===== src/shared/fdma_map.svh =====
`ifndef FDMA_MAP_SVH
`define FDMA_MAP_SVH
// Channel count and data path
`define FDMA_NCH 4
`define FDMA_FIFO_W 32
`define FDMA_FIFO_D 16
// Width codes
`define FDMA_W_LONG 2'h0
`define FDMA_W_BYTE 2'h1
`define FDMA_W_WORD 2'h2
`define FDMA_W_LINE 2'h3
// Bytes per width
`define FDMA_B_BYTE 5'h01
`define FDMA_B_WORD 5'h02
`define FDMA_B_LONG 5'h04
`define FDMA_B_LINE 5'h10
// Widest single bus beat in bytes
`define FDMA_B_BEAT 5'h04
// Chunk bytes = 1 << (chunk code + shift)
`define FDMA_BW_NONE 3'h0
`define FDMA_BW_SHIFT 5'h08
// Reset values
`define FDMA_PTR_RST 32'h0000_0000
`define FDMA_CNT_RST 24'h00_0000
`endif


===== src/shared/fdma_pkg.sv =====
package fdma_pkg;
  typedef enum logic [2:0] {
    ST_IDLE, ST_LOAD, ST_READ, ST_WRITE, ST_SINGLE, ST_GAP
  } fdma_state_e;
  typedef logic [1:0] fdma_width_t;
  typedef logic [2:0] fdma_bw_t;
  typedef logic [23:0] fdma_cnt_t;
endpackage : fdma_pkg


===== src/rtl/fdma_sequencer.sv =====
`timescale 1ns/1ns
`default_nettype none
`include "fdma_map.svh"

// ---------------------------------------------
// Data FIFO between read and write phases
// ---------------------------------------------
module fdma_fifo #(
  parameter int W = `FDMA_FIFO_W,
  parameter int D = `FDMA_FIFO_D
) (
  input wire logic clk,
  input wire logic rst_n,
  input wire logic flush,
  input wire logic inValid,
  output logic inReady,
  input wire logic [W-1:0] inData,
  output logic outValid,
  input wire logic outReady,
  output logic [W-1:0] outData
);
  localparam int AW = $clog2(D);
  logic [W-1:0] mem [D];
  logic [AW-1:0] wr_q;
  logic [AW-1:0] rd_q;
  logic [AW:0] num_q;
  wire push = inValid & inReady;
  wire pop = outValid & outReady;
  // Full and empty straight from the fill count
  assign inReady = num_q != (AW+1)'(D);
  assign outValid = num_q != '0;
  assign outData = mem[rd_q];
  // Storage, no reset needed
  always_ff @(posedge clk) begin
    if (push) mem[wr_q] <= inData;
  end
  // Pointers; flush drops leftovers of an aborted transfer
  always_ff @(posedge clk) begin
    if (!rst_n || flush) begin
      wr_q <= '0;
      rd_q <= '0;
      num_q <= '0;
    end else begin
      if (push) wr_q <= wr_q + 1'b1;
      if (pop) rd_q <= rd_q + 1'b1;
      num_q <= num_q + (AW+1)'(push) - (AW+1)'(pop);
    end
  end
endmodule : fdma_fifo

// ---------------------------------------------
// Four channel transfer sequencer
// ---------------------------------------------
module fdma_sequencer (
  input wire logic clk,
  input wire logic rst_n,
  input wire logic [3:0] chStart,
  output logic [3:0] startBit_q,
  input wire logic [3:0] extReqEnable,
  input wire logic [3:0] extAskN,
  input wire logic [3:0] cycleSteal,
  input wire logic [3:0] singleAddr,
  input wire logic [3:0] singleDirWrite,
  input wire logic [3:0] srcStep,
  input wire logic [3:0] dstStep,
  input wire logic [3:0] autoAlign,
  input wire logic [3:0] irqOnFinish,
  input wire fdma_pkg::fdma_width_t [3:0] srcWidth,
  input wire fdma_pkg::fdma_width_t [3:0] dstWidth,
  input wire fdma_pkg::fdma_bw_t [3:0] bwChunk,
  input wire logic [3:0] cfgLoad,
  input wire logic [31:0] cfgSrc,
  input wire logic [31:0] cfgDst,
  input wire fdma_pkg::fdma_cnt_t cfgCount,
  input wire logic [3:0] doneWrite,
  output logic [3:0] done_q,
  output logic [3:0] busy_q,
  output logic [3:0] pend_q,
  output logic [3:0] srcFault_q,
  output logic [3:0] dstFault_q,
  output logic [3:0] cfgFault_q,
  output logic [3:0] irqLine_q,
  input wire logic [3:0][7:0] irqVector,
  input wire logic irqAck,
  input wire logic [1:0] irqAckChan,
  output logic [7:0] vecData_q,
  output logic vecValid_q,
  output logic busReq_q,
  input wire logic busGrant,
  output logic busValid_q,
  output logic [31:0] busAddr_q,
  output logic busWrite_q,
  output fdma_pkg::fdma_width_t busSize_q,
  output logic [31:0] busWdata_q,
  input wire logic [31:0] busRdata,
  input wire logic busAck,
  input wire logic busErr
);
  import fdma_pkg::*;

  function automatic logic [4:0] wb(input fdma_width_t w);
    logic [4:0] b;
    b = `FDMA_B_LONG;
    unique case (w)
      `FDMA_W_BYTE: b = `FDMA_B_BYTE;
      `FDMA_W_WORD: b = `FDMA_B_WORD;
      `FDMA_W_LINE: b = `FDMA_B_LINE;
      `FDMA_W_LONG: b = `FDMA_B_LONG;
    endcase
    return b;
  endfunction : wb

  function automatic logic [4:0] beat(input logic [4:0] b);
    return (b > `FDMA_B_BEAT) ? `FDMA_B_BEAT : b;
  endfunction : beat

  fdma_state_e st_q;
  logic [1:0] act_q;
  logic [31:0] sPtr_q [4];
  logic [31:0] dPtr_q [4];
  fdma_cnt_t cnt_q [4];
  logic [4:0] rdLeft_q;
  logic [4:0] wrLeft_q;
  logic [31:0] asm_q;
  logic [2:0] asmCnt_q;
  logic [31:0] hold_q;
  logic [2:0] hCnt_q;
  logic [1:0] hOff_q;
  logic [3:0] ask1_q;
  logic [3:0] ask2_q;
  logic [3:0] cfgBad;
  logic [3:0] elig;
  logic [3:0][3:0] key;
  logic [3:0] swap;
  logic [1:0] win;
  logic anyPend;
  logic [3:0] best;

  // ---------------------------------------------
  // Active channel decode
  // ---------------------------------------------
  wire [4:0] sB = wb(srcWidth[act_q]);
  wire [4:0] dB = wb(dstWidth[act_q]);
  wire [4:0] sBeat = beat(sB);
  wire [4:0] dBeat = beat(dB);
  wire single = singleAddr[act_q];
  wire [4:0] xfer = (sB > dB) ? sB : dB;
  wire [4:0] decAmt = single ? sBeat : xfer;
  wire fdma_cnt_t cntAfter = cnt_q[act_q] - 24'(decAmt);
  wire zeroNext = cntAfter == '0;
  wire fdma_bw_t bw = bwChunk[act_q];
  wire [4:0] bwSh = 5'(bw) + `FDMA_BW_SHIFT;
  wire fdma_cnt_t chunkMask = (24'h00_0001 << bwSh) - 24'h00_0001;
  wire bwOn = bw != `FDMA_BW_NONE;
  wire bndNext = bwOn & ~cycleSteal[act_q] & ((cntAfter & chunkMask) == '0);
  wire issueOk = busGrant & ~busValid_q;
  wire okNow = busValid_q & busAck & ~busErr;
  wire errNow = busValid_q & busErr;
  wire rdAck = okNow & (st_q == ST_READ);
  wire wrAck = okNow & (st_q == ST_WRITE);
  wire sgAck = okNow & (st_q == ST_SINGLE);
  wire lastWr = wrAck & (wrLeft_q == dBeat);
  wire decNow = lastWr | sgAck;
  wire finishNow = decNow & zeroNext;
  wire rependNow = decNow & ~zeroNext & bndNext;
  wire abortNow = doneWrite[act_q] & (st_q != ST_IDLE);
  wire selNow = (st_q == ST_IDLE) & anyPend;
  wire fInReady;
  wire fOutValid;
  wire [31:0] fOutData;
  wire rdIssue = (st_q == ST_READ) & issueOk & fInReady & (rdLeft_q != '0);
  wire wrIssue = (st_q == ST_WRITE) & issueOk & (hCnt_q != '0);
  wire sgIssue = (st_q == ST_SINGLE) & issueOk;
  wire lastBeat = (st_q == ST_WRITE) ? (wrLeft_q == dBeat) : 1'b1;
  wire dropReq = (wrIssue | sgIssue) & lastBeat & bndNext & ~zeroNext;
  wire [31:0] rdLane = busRdata & ~(32'hFFFF_FFFF << {sBeat[2:0], 3'h0});
  wire [31:0] asmNext = asm_q | (rdLane << {asmCnt_q[1:0], 3'h0});
  wire [2:0] asmCntNext = asmCnt_q + sBeat[2:0];
  wire fPush = rdAck & (asmCntNext[2] | (rdLeft_q == sBeat));
  wire fPop = (st_q == ST_WRITE) & (hCnt_q == '0) & (wrLeft_q != '0);
  wire [4:0] popBytes = (wrLeft_q > `FDMA_B_BEAT) ? `FDMA_B_BEAT : wrLeft_q;

  // ---------------------------------------------
  // Request pins and arbitration
  // ---------------------------------------------
  // Pins come from outside; two stages before use
  always_ff @(posedge clk) begin
    ask1_q <= rst_n ? extAskN : 4'hF;
    ask2_q <= rst_n ? ask1_q : 4'hF;
  end

  // Chunk code zero pulls a channel just ahead of its lower neighbour
  assign swap[0] = 1'b0;
  for (genvar n = 1; n < `FDMA_NCH; n++) begin : g_swap
    assign swap[n] = (bwChunk[n] == `FDMA_BW_NONE) &
      (bwChunk[n-1] != `FDMA_BW_NONE) & ~swap[n-1];
  end
  for (genvar n = 0; n < `FDMA_NCH; n++) begin : g_key
    assign key[n] = swap[n] ? 4'(2*n - 1) : 4'(2*n + 2);
  end

  // Lowest key among pending channels wins
  always_comb begin
    win = 2'h0;
    anyPend = 1'b0;
    best = 4'hF;
    for (int i = 0; i < `FDMA_NCH; i++) begin
      if (pend_q[i] && key[i] < best) begin
        best = key[i];
        win = 2'(i);
        anyPend = 1'b1;
      end
    end
  end

  // ---------------------------------------------
  // Per channel state
  // ---------------------------------------------
  for (genvar n = 0; n < `FDMA_NCH; n++) begin : g_ch
    wire mine = act_q == 2'(n);
    wire running = mine & (st_q != ST_IDLE);
    wire reqRaw = startBit_q[n] | (extReqEnable[n] & ~ask2_q[n]);
    wire [4:0] cs = wb(srcWidth[n]);
    wire [4:0] cd = wb(dstWidth[n]);
    wire [4:0] cx = singleAddr[n] ? cs : ((cs > cd) ? cs : cd);
    wire sAl = (sPtr_q[n][4:0] & (cs - 5'h01)) == '0;
    wire dAl = (dPtr_q[n][4:0] & (cd - 5'h01)) == '0;
    wire cAl = (cnt_q[n][4:0] & (cx - 5'h01)) == '0;
    wire cAlS = (cnt_q[n][4:0] & (cs - 5'h01)) == '0;
    wire cAlD = (cnt_q[n][4:0] & (cd - 5'h01)) == '0;
    wire aaBad = (cs >= cd) ? ~(dAl & cAlD) : ~(sAl & cAlS);
    wire plainBad = singleAddr[n] ? ~(sAl & cAl) : ~(sAl & dAl & cAl);
    assign cfgBad[n] = (cnt_q[n] == '0) |
      ((autoAlign[n] & ~singleAddr[n]) ? aaBad : plainBad);
    assign elig[n] = reqRaw & ~pend_q[n] & ~done_q[n] & ~cfgFault_q[n] & ~running;

    // Status flags; clear first so a same-cycle set wins
    always_ff @(posedge clk) begin
      if (!rst_n) begin
        startBit_q[n] <= 1'b0;
        {done_q[n], busy_q[n], pend_q[n]} <= 3'h0;
        {srcFault_q[n], dstFault_q[n], cfgFault_q[n]} <= 3'h0;
      end else begin
        if (chStart[n]) startBit_q[n] <= 1'b1;
        else if ((selNow && win == 2'(n)) || elig[n]) startBit_q[n] <= 1'b0;
        if (doneWrite[n]) begin
          {done_q[n], busy_q[n], pend_q[n]} <= 3'h0;
          {srcFault_q[n], dstFault_q[n], cfgFault_q[n]} <= 3'h0;
        end
        if (elig[n] && cfgBad[n]) cfgFault_q[n] <= 1'b1;
        if (elig[n] && !cfgBad[n]) pend_q[n] <= 1'b1;
        if (selNow && win == 2'(n)) begin
          pend_q[n] <= 1'b0;
          busy_q[n] <= 1'b1;
        end
        if (mine && rependNow) pend_q[n] <= 1'b1;
        if (mine && (finishNow || errNow)) begin
          done_q[n] <= 1'b1;
          busy_q[n] <= 1'b0;
        end
        if (mine && errNow) begin
          srcFault_q[n] <= 1'b1;
          if (st_q == ST_WRITE) dstFault_q[n] <= 1'b1;
        end
      end
    end

    // Interrupt line follows done or fault
    always_ff @(posedge clk) begin
      if (!rst_n) irqLine_q[n] <= 1'b0;
      else irqLine_q[n] <= irqOnFinish[n] & (done_q[n] | cfgFault_q[n]);
    end

    // Pointers and count; software load overrides stepping
    always_ff @(posedge clk) begin
      if (!rst_n) begin
        sPtr_q[n] <= `FDMA_PTR_RST;
        dPtr_q[n] <= `FDMA_PTR_RST;
        cnt_q[n] <= `FDMA_CNT_RST;
      end else if (cfgLoad[n]) begin
        sPtr_q[n] <= cfgSrc;
        dPtr_q[n] <= cfgDst;
        cnt_q[n] <= cfgCount;
      end else if (mine) begin
        if ((rdAck || sgAck) && srcStep[n]) sPtr_q[n] <= sPtr_q[n] + 32'(sBeat);
        if (wrAck && dstStep[n] && !single) dPtr_q[n] <= dPtr_q[n] + 32'(dBeat);
        if (decNow) cnt_q[n] <= cntAfter;
      end
    end
  end

  // ---------------------------------------------
  // Data buffer
  // ---------------------------------------------
  fdma_fifo #(.W(`FDMA_FIFO_W), .D(`FDMA_FIFO_D)) u_fifo (
    .clk(clk),
    .rst_n(rst_n),
    .flush(abortNow | errNow),
    .inValid(fPush),
    .inReady(fInReady),
    .inData(asmNext),
    .outValid(fOutValid),
    .outReady(fPop),
    .outData(fOutData)
  );

  // ---------------------------------------------
  // Sequencer
  // ---------------------------------------------
  // Main state and per-transfer byte counters
  always_ff @(posedge clk) begin
    if (!rst_n) begin
      st_q <= ST_IDLE;
      act_q <= 2'h0;
      rdLeft_q <= '0;
      wrLeft_q <= '0;
    end else if (errNow || abortNow) begin
      st_q <= ST_IDLE;
    end else begin
      unique case (st_q)
        ST_IDLE: if (selNow) begin
          act_q <= win;
          st_q <= ST_LOAD;
        end
        ST_LOAD: begin
          rdLeft_q <= xfer;
          wrLeft_q <= xfer;
          st_q <= single ? ST_SINGLE : ST_READ;
        end
        ST_READ: if (rdAck) begin
          rdLeft_q <= rdLeft_q - sBeat;
          if (rdLeft_q == sBeat) st_q <= ST_WRITE;
        end
        ST_WRITE: if (wrAck) begin
          wrLeft_q <= wrLeft_q - dBeat;
          if (lastWr) begin
            if (zeroNext || cycleSteal[act_q]) st_q <= ST_IDLE;
            else if (bndNext) st_q <= ST_GAP;
            else st_q <= ST_LOAD;
          end
        end
        ST_SINGLE: if (sgAck) begin
          if (zeroNext || cycleSteal[act_q]) st_q <= ST_IDLE;
          else if (bndNext) st_q <= ST_GAP;
        end
        ST_GAP: st_q <= ST_IDLE;
      endcase
    end
  end

  // Read packing and write unpacking around the FIFO
  always_ff @(posedge clk) begin
    if (!rst_n || st_q == ST_LOAD) begin
      asm_q <= '0;
      asmCnt_q <= '0;
      hCnt_q <= '0;
      hOff_q <= '0;
      hold_q <= '0;
    end else begin
      if (rdAck) asm_q <= fPush ? '0 : asmNext;
      if (rdAck) asmCnt_q <= fPush ? 3'h0 : asmCntNext;
      if (fPop && fOutValid) begin
        hold_q <= fOutData;
        hCnt_q <= popBytes[2:0];
        hOff_q <= 2'h0;
      end else if (wrAck) begin
        hCnt_q <= hCnt_q - dBeat[2:0];
        hOff_q <= hOff_q + dBeat[1:0];
      end
    end
  end

  // Bus request: up on selection, down before a boundary or when idle
  always_ff @(posedge clk) begin
    if (!rst_n) busReq_q <= 1'b0;
    else if (selNow) busReq_q <= 1'b1;
    else if (dropReq || st_q == ST_IDLE || st_q == ST_GAP) busReq_q <= 1'b0;
    else if (errNow || abortNow) busReq_q <= 1'b0;
  end

  // Bus cycle launch; fields hold until ack, error or abort
  always_ff @(posedge clk) begin
    if (!rst_n) begin
      busValid_q <= 1'b0;
      busAddr_q <= `FDMA_PTR_RST;
      busWrite_q <= 1'b0;
      busSize_q <= `FDMA_W_LONG;
      busWdata_q <= '0;
    end else if (busValid_q) begin
      if (busAck || busErr || abortNow) busValid_q <= 1'b0;
    end else if (rdIssue || sgIssue) begin
      busValid_q <= 1'b1;
      busAddr_q <= sPtr_q[act_q];
      busWrite_q <= sgIssue & singleDirWrite[act_q];
      busSize_q <= srcWidth[act_q];
    end else if (wrIssue) begin
      busValid_q <= 1'b1;
      busAddr_q <= dPtr_q[act_q];
      busWrite_q <= 1'b1;
      busSize_q <= dstWidth[act_q];
      busWdata_q <= hold_q >> {hOff_q, 3'h0};
    end
  end

  // Vector supply on interrupt acknowledge
  always_ff @(posedge clk) begin
    if (!rst_n) begin
      vecValid_q <= 1'b0;
      vecData_q <= '0;
    end else begin
      vecValid_q <= irqAck;
      if (irqAck) vecData_q <= irqVector[irqAckChan];
    end
  end
endmodule : fdma_sequencer
`default_nettype wire


===== config.mk =====
export PLATFORM = sky130hd
export DESIGN_NAME = fdma_sequencer
export DESIGN_NICKNAME = d
export VERILOG_FILES = /design/src/shared/fdma_pkg.sv /design/src/rtl/fdma_sequencer.sv
export VERILOG_INCLUDE_DIRS = /design/src /design/src/shared
export SDC_FILE = /design/constraint.sdc
export NUM_CORES = 2
export LEC_CHECK = 0
export BUFFER_PORTS_ARGS = -buffer_cell sky130_fd_sc_hd__buf_4
export CAP_MARGIN = 10
export CORE_UTILIZATION = 60
export CTS_CLUSTER_SIZE = 20
export DETAILED_ROUTE_END_ITERATION = 10
export PLACE_DENSITY_LB_ADDON = 0.15
export SLEW_MARGIN = 15
export SYNTH_ARGS = -nofsm -noshare
export SYNTH_HDL_FRONTEND = slang
export SYNTH_SLANG_ARGS = --single-unit

===== constraint.sdc =====
create_clock -name clk -period 18.4 [get_ports clk]
set_clock_uncertainty 0.05 [all_clocks]
set_input_delay 2.76 -clock clk [delete_from_list [all_inputs] [get_ports clk]]
set_output_delay 2.76 -clock clk [all_outputs]
set_load 0.1 [all_outputs]

== Yosys cells after proc, flatten, opt, wreduce, memory -nomap -nowiden ==
Memory sizes are Yosys's and may differ from the RTL's. A register that Yosys moved wholly into a read port is not among the register bits.
Index checks and enable logic that the tools add are counted.
W data, S select, Z words.
Cells by class
  multiplexer cells: 252
  equal/unequal tests: 51
  shift-type cells: 4
  $lt $le $gt $ge: 17
  reductions and logical operators: 154
  add/subtract/negate cells: 32
  bitwise gates (word level): 200
Operator list (count)
  $mux W32: 19
  $add A32 B5 Y32: 8
  $pmux W5 S4: 10
  $mux W24: 8
  $mux W1: 155
  $logic_not A24 Y1: 6
  $and A5 B5 Y5: 20
  $logic_not A5 Y1: 20
  $and A1 B1 Y1: 87
  $mux W5: 14
  $sub A5 B1 Y5 const B: 12
  $mux W3: 18
  $not A1 Y1: 49
  $eq A2 B2 Y1 const B: 24
  $reduce_bool A2 Y1: 24
  $logic_and A1 B1 Y1: 40
  $or A1 B1 Y1: 40
  $and A32 B32 Y32: 1
  $not A32 Y32: 1
  $or A32 B32 Y32: 1
  $shl A32 B5 Y32: 1
  $shl A32 B6 Y32 const A: 1
  $shr A32 B5 Y32: 1
  $gt A5 B5 Y1: 5
  other kinds (46): 145
Word-level totals
  memory bits (writable): 864
  bits in registers: 186
  input port bits: 236
  word-level logic and storage cells: 767
  memories: 4
  output and inout port bits: 110
Memory list
  u_fifo.mem: depth 16, width 32, rd ports 1, clocked after memory_dff 1, write ports 1, RTL line fdma_sequencer.sv:23  | logic [W-1:0] mem [D];
  dPtr_q: depth 4, width 32, rd ports 5, clocked after memory_dff 1, write ports 4, RTL line fdma_sequencer.sv:120  | logic [31:0] dPtr_q [4];
  sPtr_q: depth 4, width 32, rd ports 5, clocked after memory_dff 1, write ports 4, RTL line fdma_sequencer.sv:119  | logic [31:0] sPtr_q [4];
  cnt_q: depth 4, width 24, rd ports 5, clocked after memory_dff 1, write ports 4, RTL line fdma_sequencer.sv:121  | fdma_cnt_t cnt_q [4];

== Logic depth before layout (Yosys ltp) ==
  depth in word-level cells: 18
  gate-level depth with buffers: 27
  mapped depth without buffers: 25

== Cells and area by module ==
Synthesis repeated with hierarchy kept, for this count alone.
Second synthesis, totals
  cells, all modules: 4588
  area total of the unflattened synthesis: 54878.9 µm²
By module, submodules not included
  fdma_sequencer: area an instance 34853.4 µm², times used 1, sequential area each 14714.1 µm², cells each 3693
  fdma_fifo: area an instance 20025.5 µm², times used 1, sequential area each 15715.1 µm², cells each 895

== Least setup slack after synthesis ==
OpenSTA, ideal clock, no wires.
  kind: input to register
  start point: input dstWidth[6] in the netlist's numbering
  end point: register pend_q[0]
  arrival time: 8.098 ns
  buffers on the path: 0
  slack: 10.126 ns
  setup time: 0.126 ns
  stages on the path: 24
  data required time: 18.224 ns
  cells stage by stage: mux4_2 > inv_1 > ha_1 > inv_1 > ha_1 > nor2b_1 > o21ai_0 > nand2b_1 > a21oi_1 > a41o_1 > mux2_2 > mux2_2 > ha_1 > fa_1 > and2b_2 > o31ai_4 > nand4_1 > xor2_1 > and2_1 > nand4_1 > or4_1 > and4_1 > nand3_2 > o22ai_1
Between the ends
  cells in the longest elaborated chain, start to end: 14
  elaborated cells between the ends (all ways): 26
  classes of those cells: add/sub: 1; order compare: 2; eq/ne: 4; mux: 7; bitwise: 7; reduce/logical: 5
RTL lines
  start: declaration: RTL line fdma_sequencer.sv:69  | input wire fdma_pkg::fdma_width_t [3:0] dstWidth,
  $bmux W2 S2 *: RTL line fdma_sequencer.sv:143  | wire [4:0] dB = wb(dstWidth[act_q]);
  $mux W2 (not written as such) *: RTL line fdma_sequencer.sv:143
  $eq A2 B2 Y1, or another cell as far along: RTL line fdma_sequencer.sv:104  | unique case (w)
  $pmux W5 S4 *: RTL line fdma_sequencer.sv:104
  $gt A5 B5 Y1: RTL line fdma_sequencer.sv:147  | wire [4:0] xfer = (sB > dB) ? sB : dB;
  $mux W5: RTL line fdma_sequencer.sv:147
  $mux W5: RTL line fdma_sequencer.sv:148  | wire [4:0] decAmt = single ? sBeat : xfer;
  $sub A24 B5 Y24: RTL line fdma_sequencer.sv:149  | wire fdma_cnt_t cntAfter = cnt_q[act_q] - 24'(decAmt);
  $and A24 B24 Y24 or $logic_not A24 Y1 (tied branches): RTL line fdma_sequencer.sv:155, fdma_sequencer.sv:150
  $logic_not A24 Y1 or $not A1 Y1 (tied branches): RTL line fdma_sequencer.sv:155, fdma_sequencer.sv:165
  $and A1 B1 Y1 (on tied branches): RTL line fdma_sequencer.sv:155, fdma_sequencer.sv:165
  $and A1 B1 Y1 *: RTL line fdma_sequencer.sv:165  | wire rependNow = decNow & ~zeroNext & bndNext;
  $logic_and A1 B1 Y1 *: RTL line fdma_sequencer.sv:256  | if (mine && rependNow) pend_q[n] <= 1'b1;
  $reduce_bool A4 Y1 (no source line) or $mux W1 (tied branches)
  end signal: indexed assignment: RTL line fdma_sequencer.sv:251  | if (elig[n] && !cfgBad[n]) pend_q[n] <= 1'b1;
  end signal: indexed assignment: RTL line fdma_sequencer.sv:253  | pend_q[n] <= 1'b0;
  end signal: indexed assignment: RTL line fdma_sequencer.sv:256
  end: declaration: RTL line fdma_sequencer.sv:78  | output logic [3:0] pend_q,
Every way passes the cells marked *; elsewhere a longest branch is shown, timed or not. The select of a mux whose other input is x is not followed.
A chain may end at the register's enable or synchronous reset.

== Worst setup path after layout ==
  start point: input dstWidth[6] in the netlist's numbering
  end point: register busy_q[1]
Between the ends
  cells in the longest elaborated chain, start to end: 13
  elaborated cells between the ends (all ways): 21
  classes of those cells: add/sub: 1; order compare: 2; eq/ne: 4; mux: 6; bitwise: 3; reduce/logical: 5
RTL lines
  $bmux W2 S2 *: RTL line fdma_sequencer.sv:143
  $mux W2 (not written as such) *: RTL line fdma_sequencer.sv:143
  $eq A2 B2 Y1, or another cell as far along: RTL line fdma_sequencer.sv:104
  $pmux W5 S4 *: RTL line fdma_sequencer.sv:104
  $gt A5 B5 Y1 or $gt A5 B3 Y1 (tied branches)
  $mux W5 (on tied branches): RTL line fdma_sequencer.sv:147, fdma_sequencer.sv:114
  $mux W5 or $eq A5 B5 Y1 (tied branches): RTL line fdma_sequencer.sv:148, fdma_sequencer.sv:162
  $sub A24 B5 Y24 or $and A1 B1 Y1 (tied branches): RTL line fdma_sequencer.sv:149, fdma_sequencer.sv:162
  $logic_not A24 Y1 or $or A1 B1 Y1 (tied branches): RTL line fdma_sequencer.sv:150, fdma_sequencer.sv:163
  $and A1 B1 Y1 *: RTL line fdma_sequencer.sv:164  | wire finishNow = decNow & zeroNext;
  $logic_or A1 B1 Y1 *: RTL line fdma_sequencer.sv:257  | if (mine && (finishNow || errNow)) begin
  $logic_and A1 B1 Y1 *: RTL line fdma_sequencer.sv:257
  $reduce_or A2 Y1 (no source line) *
  end signal: indexed assignment: RTL line fdma_sequencer.sv:247  | {done_q[n], busy_q[n], pend_q[n]} <= 3'h0;
  end signal: indexed assignment: RTL line fdma_sequencer.sv:254  | busy_q[n] <= 1'b1;
  end signal: indexed assignment: RTL line fdma_sequencer.sv:259  | busy_q[n] <= 1'b0;
  end: declaration: RTL line fdma_sequencer.sv:77  | output logic [3:0] busy_q,
Marked as above.

==> metrics <==
status completed; maximum number of pins on one net before global-route repair 99; footprint of the multi-input gates 23,200 sq um; share of synthesized registers carrying an async set or reset 0; cell taking the most area after synthesis sky130_fd_sc_hd__edfxtp_1; primary flip-flop cell chosen by synthesis mapping sky130_fd_sc_hd__edfxtp_1; core region area 90,300 sq um; fin crit share 0.503; count of input and output buffers about 350; kind of start point of the critical path primary input; CTS HTree Levels 3; effective utilization at floorplan 0.608; clock-pin slew on the worst setup and hold paths 60 ps; Storage cell area 30,400 sq um; minimum period implied by the final worst setup slack 9250 ps; Hold Crit Class flop to flop; WS Path Type primary input to flop; number of global-route vias before repair 39,000; crit end category flop; GRT Resource Usage Total 0.347; ports placed on the boundary between 300 and 400; highest attainable clock frequency 108 MHz; Die X-Extent between 300 and 400 microns; DP Wirelength 108,000 microns; number of antenna violations at the first check in global routing 8; share of layout cells above drive strength 1 0.192; clock tree root buffer cell sky130_fd_sc_hd__clkbuf_16; DR iter-0 viols 4,687; vertical extent of the die 305 microns; maximum ir drop on the vdd rail 0.0977 mV; unrepaired setup endpoints after global routing no; number of standard cells after synthesis 4,524; layer carrying the most global-route usage met2; Tightest Pin Transition around 1200 ps; final hold violations 0; final count of pins violating max slew 0; count of flip-flops with a built-in enable after synthesis 864; top cells by area, synth sky130_fd_sc_hd__edfxtp_1, sky130_fd_sc_hd__mux4_2, sky130_fd_sc_hd__dfxtp_1; global-route congestion overflow total 0; leak pwr approximately 0.022 uW; number of CTS-inserted buffers 110; Layout area overhead 13.9%; number of synthesized register bits 1,084; DR WL/cell around 26 microns; register area share after synthesis 0.553; post-cts repair resize count 0; met1 GRT Util 0.467; Yosys warnings 0; tightest slew margin relative to the limit 0.185; data required time of the critical path 18,930 ps; unique cell type count in the Yosys netlist 89; number of clock sinks 1,084; TritonCTS clock tree built; final sum of negative setup slack 0 ps; peak fanout along the critical path 8; count of buffers added by post-CTS timing repair for setup 0; average vias per placed instance between 6 and 7; power per cell area 106 nW/um^2; mapped cell area 54,900 sq um; first-pass GRT wire length 243,000 microns; maximum capacitance violations 0; number of nets in the final layout 5,224; most frequent standard cell in the layout excluding fill and tap cells sky130_fd_sc_hd__edfxtp_1; Layout fillers 6,439; grt met3 use 0.0765; met2 global-route usage 0.554; number of nets still failing antenna checks after routing 0; final core occ 0.693; final estimated routing congestion in global placement 0.960; fraction of synthesized cell area taken by the top area cell type 0.472; routed vias 39,600; overall power after layout between 6000 and 7000 uW; Initial DRT Pass Iterations 8; Total Routed Length 161,000 microns; data arrival at the endpoint of the critical path 9780 ps; die area 92,800 sq um; total of hold buffers inserted after clock tree synthesis 0; Avg Cell Area, Syn around 12 sq um; Max Root-Sink Buffers 3; number of remaining DRC errors 0; cell row count 110; setup violators final 0; top library cells by usage in the layout, fill and taps aside sky130_fd_sc_hd__edfxtp_1, sky130_fd_sc_hd__nand2_1, sky130_fd_sc_hd__buf_4; later-pin clock latency in the skew report 720 ps
[area by class of cell]
cell class / count / area share
multi-input cells: 3059 / 0.371
clock buffers: 157 / 0.0522
repair buffers: 418 / 0.0502
well taps: 1176 / 0.0235
flip-flops and latches: 1084 / 0.486
diodes: 5 / 0.000200
inverters: 162 / 0.00972
clock inverters: 52 / 0.00760
[layer usage]
metal / vias up / wire length (microns)
met3: 412 / 17000
met2: 2165 / 75800
li1: 17400 / -
met1: 19600 / 61100
met5: - / 63
met4: 10 / 6660
[flip-flops by register name, summed over array words and instances (netlist names), 5 cells and up, named ones only]
register and count:
wrLeft_q 5, u_fifo.mem 512, asm_q 32, busWdata_q 32, cnt_q 96, sPtr_q 128, dPtr_q 128, rdLeft_q 5
u_fifo.num_q 5, busAddr_q 32, vecData_q 8, hold_q 32
[power breakdown]
part | leakage [uW] | internal (uW) | switching (uW) | total, uW
clock network | 0.00185 | 1300 | 990 | 2290
logic | 0.0104 | 488 | 906 | 1390
registers | 0.0102 | 2810 | 132 | 2940
[Yosys cell counts (35+ instances only)]
library cell,number
sky130_fd_sc_hd__a21o_1,35
sky130_fd_sc_hd__a21oi_1,128
sky130_fd_sc_hd__and2_1,36
sky130_fd_sc_hd__and3_1,44
sky130_fd_sc_hd__clkbuf_1,186
sky130_fd_sc_hd__dfxtp_1,220
sky130_fd_sc_hd__edfxtp_1,864
sky130_fd_sc_hd__ha_1,139
sky130_fd_sc_hd__inv_1,160
sky130_fd_sc_hd__mux2i_1,39
sky130_fd_sc_hd__mux4_2,260
sky130_fd_sc_hd__nand2_1,669
sky130_fd_sc_hd__nand3_1,145
sky130_fd_sc_hd__nand4_1,43
sky130_fd_sc_hd__nor2_1,205
sky130_fd_sc_hd__nor2b_1,90
sky130_fd_sc_hd__nor3_1,58
sky130_fd_sc_hd__nor4_1,38
sky130_fd_sc_hd__o211a_1,51
sky130_fd_sc_hd__o21ai_0,412
sky130_fd_sc_hd__xnor2_1,100
sky130_fd_sc_hd__xor2_1,182
[worst max-delay path, stage by stage]
cell and delay [ps]:
sky130_fd_sc_hd__buf_4 130, sky130_fd_sc_hd__mux4_2 570, sky130_fd_sc_hd__inv_1 150, sky130_fd_sc_hd__ha_1 490, sky130_fd_sc_hd__inv_1 360, sky130_fd_sc_hd__ha_1 380
sky130_fd_sc_hd__nor2b_1 130, sky130_fd_sc_hd__o21ai_0 140, sky130_fd_sc_hd__nand2b_1 70, sky130_fd_sc_hd__a21oi_1 250, sky130_fd_sc_hd__a41o_1 220, sky130_fd_sc_hd__mux2i_1 340
sky130_fd_sc_hd__nor2_1 70, sky130_fd_sc_hd__a21o_1 170, sky130_fd_sc_hd__ha_1 290, sky130_fd_sc_hd__and3b_1 230, sky130_fd_sc_hd__o31ai_2 560, sky130_fd_sc_hd__and3_1 390
sky130_fd_sc_hd__nand3_1 150, sky130_fd_sc_hd__xor2_1 570, sky130_fd_sc_hd__nand4_1 210, sky130_fd_sc_hd__nor4_2 530, sky130_fd_sc_hd__a21boi_2 210, sky130_fd_sc_hd__nor2_1 190
sky130_fd_sc_hd__and3b_1 200
[worst paths after layout]
path,startpoint,to,slack [ps],depth (start not counted)
max,dstWidth[6],busy_q[1],9150,25
min,ask1_q[1],ask2_q[1],360,1
max reg2reg,act_q[1],busy_q[1],10820,24
min reg2reg,ask1_q[1],ask2_q[1],360,1
[through the flow]
stage	setup WS (ps)	std cells	area, sq um	hold WS, ps
floorplan	10130	4531	55000	336
global placement	8780	5899	58800	338
detailed placement	8590	5899	58800	343
CTS	9310	6108	62500	357
global route	8730	6111	62500	394
finish	9150	6113	62500	356
[logic make-up (layout without fill, tap and decap cells)]
| logic type | Yosys count | in the layout | share of synthesized area |
|---|---|---|---|
| fa+ha+maj | 153 | 153 | 0.0368 |
| other cells | 1 | 13 | 0.0000683 |
| simple gates | 1454 | 1454 | 0.124 |
| compound gates | 851 | 851 | 0.0949 |
| xor+xnor | 283 | 283 | 0.0453 |
| mux | 310 | 310 | 0.118 |
| buf+inv | 388 | 789 | 0.0282 |
| flops | 1084 | 1084 | 0.553 |
No activity file was read; power rests on OpenSTA's default activity.
